===== src/rtl/dac_ctrl_cfg.svh =====
// Purpose: Constants for the serial DAC channel control logic.
// Assumes: 16-bit serial words, bit 15 shifted first.
// Notes:   Bit positions, reset values and clear codes live here only.
`ifndef DAC_CTRL_CFG_SVH
`define DAC_CTRL_CFG_SVH
// Array sizes and word framing.
`define MAX_CH          8
`define FRAME_LAST      4'hF
// Common word fields.
`define W_MAIN_SUB      15
`define W_SEL_LO        14
`define W_SEL_HI        13
`define W_ADDR_HI       12
`define W_ADDR_LO       10
// Global control fields.
`define SYS_CODING      6
`define SYS_RUN         5
`define SYS_CHANNEL_WAKE        4
`define SYS_GLOBAL_SOFT_CLEAR        3
// Per-channel control fields.
`define CH_MX_HI        9
`define CH_MX_LO        8
`define CH_WAKE         4
`define CH_CLR          3
// Data fields.
`define MAIN_HI         9
`define SUB_HI          9
`define SUB_LO          2
// Clear codes: signed zero is midscale, offset-binary zero is the bottom.
`define CLEAR_TWOS      10'h000
`define CLEAR_OFFS      10'h000
`define SUB_MID         9'h080
// Power-up values.
`define RST_RUN         1'h1
`define RST_CHANNEL_WAKE        1'h1
`define RST_CODING      1'h0
`define RST_GLOBAL_SOFT_CLEAR        1'h0
`define RST_WAKE        1'h1
`define RST_CLR         1'h1
`define RST_MX          2'h0
`endif


===== src/rtl/dac_ctrl_pkg.sv =====
// Purpose: Types for the serial DAC channel control logic.
// Assumes: dac_ctrl_cfg.svh supplies the sizes.
// Notes:   All module state is one packed struct.
`include "dac_ctrl_cfg.svh"
package dac_ctrl_pkg;
	// Per-channel control register.
	typedef struct packed {
		logic       wake;
		logic       soft_clear;
		logic [1:0] bias_sel;
	} chan_ctrl_t;
	// What each converter presents to the analog side.
	typedef struct packed {
		logic              active;
		logic [1:0]        bias_sel;
		logic [9:0]        main_code;
		logic signed [8:0] sub_offset;
	} chan_out_t;
	// Whole state of the control block.
	typedef struct packed {
		logic [2:0]                     sclk_s;
		logic [1:0]                     fs_s;
		logic [1:0]                     serial_data_in_s;
		logic [2:0]                     load_outputs_strobe_s;
		logic [15:0]                    shift;
		logic [3:0]                     count;
		logic                           run;
		logic                           channel_wake;
		logic                           coding;
		logic                           glob_clear;
		chan_ctrl_t [`MAX_CH-1:0]       ctrl;
		logic [`MAX_CH-1:0][9:0]        main_data;
		logic [`MAX_CH-1:0][7:0]        sub_data;
		logic [`MAX_CH-1:0][9:0]        main_out;
		logic [`MAX_CH-1:0][7:0]        sub_out;
	} state_t;
endpackage


===== src/rtl/dac_channel_control_logic.sv =====
// Purpose: Serial word decoder, control registers and double-buffered data of a DAC.
// Assumes: Serial pins and the load strobe are asynchronous and are synchronised here.
// Notes:   The serial clock must be well below a quarter of clk for edge detection.
`include "dac_ctrl_cfg.svh"
// Behaviour
// - global standby bit idles every channel
// - global soft clear clears main data, outputs
// - clear code: midscale twos, bottom offset
// - global clear keeps sub data
// - select bits 0,1 target channel control
// - quad ignores top address bit
// - channel wake low puts channel standby
// - channel clear affects main converter only
// - channel clear applied at next load strobe
// - channel clear code follows coding select
// - bias select field chooses channel bias
// - top word bit picks sub data
// - sub data eight bits, low two ignored
// - offset binary sub code centred 128
// - twos complement sub code signed
// - power-up: standby set, full power set
// - channel control resets wake1 clear1 bias00
// - shift on serial clock fall, MSB first
// - select high bit addresses data registers
// - load strobe fall copies all channels
// - coding select 0 twos, 1 offset
module dac_channel_control_logic #(
	parameter int CHANNELS = 8
) (
	// Clock and reset.
	input  wire logic                  clk,
	input  wire logic                  reset,
	// Serial host link and load strobe, all asynchronous.
	input  wire logic                  serial_clock_in,
	input  wire logic                  frame_sync_in_n,
	input  wire logic                  serial_data_in,
	input  wire logic                  load_outputs_strobe_n,
	// Global state towards the analog side.
	output logic                       reference_on,
	output logic                       coding_select,
	// Per-channel state towards the analog side.
	output dac_ctrl_pkg::chan_out_t    chan_out [`MAX_CH]
);
	dac_ctrl_pkg::state_t st_reg;
	dac_ctrl_pkg::state_t st_next;
	logic        sclk_fall;
	logic        load_outputs_strobe_fall;
	logic        word_done;
	logic [15:0] word;
	logic [2:0]  idx;
	logic [9:0]  clr_code;

	// Next-state logic: synchronisers, shifter, decode and output update.
	always_comb begin
		st_next = st_reg;
		st_next.sclk_s = {st_reg.sclk_s[1:0], serial_clock_in};
		st_next.fs_s = {st_reg.fs_s[0], frame_sync_in_n};
		st_next.serial_data_in_s = {st_reg.serial_data_in_s[0], serial_data_in};
		st_next.load_outputs_strobe_s = {st_reg.load_outputs_strobe_s[1:0], load_outputs_strobe_n};
		sclk_fall = st_reg.sclk_s[2] & ~st_reg.sclk_s[1];
		load_outputs_strobe_fall = st_reg.load_outputs_strobe_s[2] & ~st_reg.load_outputs_strobe_s[1];
		word = {st_reg.shift[14:0], st_reg.serial_data_in_s[1]};
		word_done = 1'b0;
		// A frame is open only while the sync line is low; high aborts it.
		if (st_reg.fs_s[1]) begin
			st_next.count = 4'h0;
		end else if (sclk_fall) begin
			st_next.shift = word;
			if (st_reg.count == `FRAME_LAST) begin
				word_done = 1'b1;
				st_next.count = 4'h0;
			end else begin
				st_next.count = st_reg.count + 4'h1;
			end
		end
		// Quad parts see only the two low address bits.
		if (CHANNELS == 4) begin
			idx = {1'b0, word[`W_ADDR_LO+1:`W_ADDR_LO]};
		end else begin
			idx = word[`W_ADDR_HI:`W_ADDR_LO];
		end
		// Decode the finished word into its target register.
		if (word_done) begin
			if (word[`W_SEL_HI]) begin
				if (word[`W_MAIN_SUB]) begin
					st_next.sub_data[idx] = word[`SUB_HI:`SUB_LO];
				end else begin
					st_next.main_data[idx] = word[`MAIN_HI:0];
				end
			end else if (word[`W_SEL_LO]) begin
				st_next.ctrl[idx].wake = word[`CH_WAKE];
				st_next.ctrl[idx].soft_clear = word[`CH_CLR];
				st_next.ctrl[idx].bias_sel = word[`CH_MX_HI:`CH_MX_LO];
			end else begin
				// No address is looked at here.
				st_next.run = word[`SYS_RUN];
				st_next.channel_wake = word[`SYS_CHANNEL_WAKE];
				st_next.coding = word[`SYS_CODING];
				st_next.glob_clear = word[`SYS_GLOBAL_SOFT_CLEAR];
			end
		end
		clr_code = st_next.coding ? `CLEAR_OFFS : `CLEAR_TWOS;
		// The strobe moves every channel at once; a channel clear waits for it.
		if (load_outputs_strobe_fall) begin
			for (int c = 0; c < `MAX_CH; c++) begin
				if (st_next.ctrl[c].soft_clear) begin
					st_next.main_data[c] = clr_code;
				end
				st_next.main_out[c] = st_next.main_data[c];
				st_next.sub_out[c] = st_next.sub_data[c];
			end
		end
		// Global clear holds main converters cleared and never touches sub data.
		if (st_next.glob_clear) begin
			for (int c = 0; c < `MAX_CH; c++) begin
				st_next.main_data[c] = clr_code;
				st_next.main_out[c] = clr_code;
			end
		end
		// Power-up: reference running, all channels standby.
		if (reset) begin
			st_next = '0;
			st_next.sclk_s = 3'h7;
			st_next.fs_s = 2'h3;
			st_next.load_outputs_strobe_s = 3'h7;
			st_next.run = `RST_RUN;
			st_next.channel_wake = `RST_CHANNEL_WAKE;
			st_next.coding = `RST_CODING;
			st_next.glob_clear = `RST_GLOBAL_SOFT_CLEAR;
			for (int c = 0; c < `MAX_CH; c++) begin
				st_next.ctrl[c].wake = `RST_WAKE;
				st_next.ctrl[c].soft_clear = `RST_CLR;
				st_next.ctrl[c].bias_sel = `RST_MX;
			end
		end
	end

	// The single state register.
	always_ff @(posedge clk) begin
		st_reg <= st_next;
	end

	// Outputs are decoded straight from registered state.
	always_comb begin
		reference_on = st_reg.run;
		coding_select = st_reg.coding;
		for (int c = 0; c < `MAX_CH; c++) begin
			chan_out[c].active = st_reg.run & ~st_reg.channel_wake & st_reg.ctrl[c].wake;
			chan_out[c].bias_sel = st_reg.ctrl[c].bias_sel;
			chan_out[c].main_code = st_reg.main_out[c];
			if (st_reg.coding) begin
				chan_out[c].sub_offset = $signed({1'b0, st_reg.sub_out[c]} - `SUB_MID);
			end else begin
				chan_out[c].sub_offset = $signed({st_reg.sub_out[c][7], st_reg.sub_out[c]});
			end
		end
	end
endmodule


===== config.mk =====
export PLATFORM = sky130hd
export DESIGN_NAME = dac_channel_control_logic
export DESIGN_NICKNAME = d
export VERILOG_FILES = /design/src/rtl/dac_ctrl_pkg.sv /design/src/rtl/dac_channel_control_logic.sv
export VERILOG_INCLUDE_DIRS = /design/src /design/src/rtl
export SDC_FILE = /design/constraint.sdc
export NUM_CORES = 1
export LEC_CHECK = 0
export BUFFER_PORTS_ARGS = -buffer_cell sky130_fd_sc_hd__clkbuf_2
export CAP_MARGIN = 0
export CORE_MARGIN = 2
export CORE_UTILIZATION = 50
export CTS_BUF_LIST = sky130_fd_sc_hd__clkbuf_4 sky130_fd_sc_hd__clkbuf_8 sky130_fd_sc_hd__clkbuf_16
export DETAILED_ROUTE_END_ITERATION = 10
export PLACE_DENSITY_LB_ADDON = 0.25
export SLEW_MARGIN = 10
export SYNTH_ARGS = -nofsm -noshare
export SYNTH_HDL_FRONTEND = slang
export SYNTH_SLANG_ARGS = --single-unit

===== constraint.sdc =====
create_clock -name clk -period 2.2 [get_ports clk]
set_input_delay 0.11 -clock clk [delete_from_list [all_inputs] [get_ports clk]]
set_output_delay 0.11 -clock clk [all_outputs]
set_load 0.02 [all_outputs]

==> flow_metrics.env <==
export IMPL_status="finished clean"
export IMPL_hpwl_mm=24.6
export IMPL_clk_path_buf_depth=3
export IMPL_fin_crit_sh_pct=96.6
export IMPL_first_iter_violations=1273
export IMPL_routedLengthMet1_mm=18.0
export IMPL_skew_ns=0.0135
export IMPL_synth_edf_count=0
export IMPL_maxSlewHeadroom_pct=45.5
export IMPL_fillers=2578
export IMPL_hp_start="load_outputs_strobe_n"
export IMPL_wl_mm=39.8
export IMPL_met3_length_mm=2.13
export IMPL_largest_reg_flops=244
export IMPL_path_clk_slew_ns=0.06
export IMPL_clock_sinks=353
export IMPL_synth_top_cells_by_area="dfxtp_1 (46%), buf_4 (7.8%), mux2i_1 (5.4%)"
export IMPL_htreeDepth=2
export IMPL_hold_viol=0
export IMPL_worst_ep_required_time_ns=2.59
export IMPL_die_area_um2=32300
export IMPL_top_layer="met4"
export IMPL_clk_latency_ns=0.53
export IMPL_synth_ff_type="dfxtp_1"
export IMPL_vias=12700
export IMPL_mappedNetlistArea_um2=15500
export IMPL_ys_async_sr_fraction_pct=0
export IMPL_dp_slack_ns=-0.0455
export IMPL_nNetsFinal=1713
export IMPL_tightest_slew_ns=0.817
export IMPL_portBuffers=183
export IMPL_startpoint_type="flop"
export IMPL_power_density_nw_per_um2=733
export IMPL_grt_pass1_vias=11800
export IMPL_avgSynthCellArea_um2=9.31
export IMPL_wl_met2_mm=18.6
export IMPL_drc_errors=0
export IMPL_top_level_ports=184
export IMPL_setup_tns_ns=0
export IMPL_ant_nets=0
export IMPL_track_usage_pct=23.5
export IMPL_cp_end_kind="flop"
export IMPL_drv_slew=0
export IMPL_fp_dieW_um=180
export IMPL_core_area_um2=30500
export IMPL_syn2layout_area_growth_pct=16.8
export IMPL_ir_drop_uv=619
export IMPL_synth_top_area_cell="dfxtp_1"
export IMPL_wl_per_cell_um=18.7
export IMPL_ys_ff_latch=353
export IMPL_start_util_pct=50.6
export IMPL_antenna_cells=0
export IMPL_hold_class="input pin to flop"
export IMPL_cp_startpoint="st_reg[353]"
export IMPL_die_h_um=180
export IMPL_cts_root_buf="clkbuf_16"
export IMPL_fmax_mhz=471
export IMPL_synth_nets=1666
export IMPL_whs_ns=0.316
export IMPL_syn_inst=1659
export IMPL_power_static_leakage_nw=6.44
export IMPL_cts_buffers=38
export IMPL_cp_arrival_ns=2.52
export IMPL_fin_crit_ns=2.12
export IMPL_routabilityCongestion=0.795
export IMPL_viasPerCell=5.96
export IMPL_netlist_area_leader_share_pct=45.7
export IMPL_first_pass_iters=5
export IMPL_synth_distinct_cells=48
export IMPL_grt_antenna_before_repair=1
export IMPL_final_layout_size_suffix_gt1_share_pct=27.4
export IMPL_final_common_cell="dfxtp_1"
export IMPL_grt_max_degree=192
export IMPL_setup_viol=0
export IMPL_crit_fanout=20
export IMPL_cap_violations=0
export IMPL_layout_common_cells="dfxtp_1 (349), clkbuf_2 (182), nor2_1 (156), nor3_1 (106), buf_4 (106)"
export IMPL_ys_seq_area_share_pct=45.7
export IMPL_grt_overflow_total=0
export IMPL_reg2reg_from="st_reg[353]"
export IMPL_fp_row_count=64
export IMPL_setup_ws_ns=0.0750
export IMPL_grt_pass1_wl_mm=63.3
export IMPL_yosys_warnings=0
export IMPL_critical_path_class="flop to flop"
export IMPL_tritoncts="done"
==> worst max-delay path, stage by stage, from the launching register on <==
cell and delay, ns:
dfxtp_1 0.34, or3b_4 0.40, buf_6 0.16, or4_1 0.55
buf_6 0.20, a221oi_1 0.26, nor3_1 0.07
==> cells in the mapped netlist (8+ instances only) <==
cell type    n
dfxtp_1    353
buf_4      160
nor2_1     157
clkbuf_1   131
nor3_1     108
a211oi_1    91
mux2i_1     83
a21oi_1     78
nand2_1     60
nor4_1      57
a221oi_1    51
a22oi_1     51
or4_1       32
a311oi_1    28
a21boi_0    27
nand2b_1    22
buf_2       14
nor2b_1     14
nand3b_1    11
a211o_1     10
and2_1      10
inv_1       10
o41ai_1     10
a41oi_1      9
xor2_1       9
nand4_1      8
nor4_4       8
or2_2        8
==> kinds of logic (layout without fill, tap and decap cells) <==
family / after synthesis / after routing / share of synthesized area (%)
buf+inv: 324 / 396 / 12.0
xor+xnor: 9 / 9 / 0.510
mux: 83 / 83 / 5.38
simple gates: 520 / 520 / 18.3
fa+ha+maj: 1 / 1 / 0.0810
flops: 353 / 353 / 45.7
compound gates: 369 / 369 / 18.1
==> where the power goes <==
part,switching [mW],internal (mW)
registers,0.0449,6.46
logic,0.373,0.160
clock network,2.62,3.59
==> metrics by stage <==
| step | power (mW) | util, % | cell area (µm²) | instances |
|---|---|---|---|---|
| 6_report | 13.2 | 59.2 | 18100 | 2127 |
| 5_1_grt | 13.7 | 59.2 | 18100 | 2127 |
| 4_1_cts | 13.3 | 57.8 | 17600 | 2124 |
| 3_5_place_dp | 7.16 | 53.4 | 16300 | 2054 |
| 3_3_place_gp | 7.15 | 53.4 | 16300 | 2054 |
| 2_1_floorplan | 7.05 | - | 15500 | 1659 |
==> timing repair <==
item / in CTS / in global routing
setup buffers: 0 / 2
pin swaps: 2 / 4
hold endpoints to repair: 6 / 0
endpoints found under the setup margin: 80 / 176
resized for setup: 13 / 75
gates cloned: 0 / 1
hold buffers: 5 / 0
==> cell type report <==
type | count | area [µm²] | share of cell area (%)
Tap cell | 396 | 495 | 2.74
Clock buffer | 52 | 1120 | 6.23
Sequential cell | 353 | 7070 | 39.2
Clock inverter | 13 | 92.6 | 0.513
Inverter | 10 | 37.5 | 0.208
Multi-Input combinational cell | 982 | 7000 | 38.8
Timing Repair Buffer | 321 | 2230 | 12.3
==> path summary, 6_finish.rpt <==
kind	end	slack, ns	cells after the start
max	chan_out[10]	0.08	6
min	st_reg[344]	0.32	3
max reg2reg	chan_out[10]	0.08	6
min reg2reg	st_reg[350]	0.42	1
==> metal layers <==
metal	global-route usage [%]	up-vias
met4	7.45	0
li1	-	6064
met1	32.6	6114
met3	2.94	76
met2	38.1	414
met5	0	-
Power figures use the tool's default switching activity.
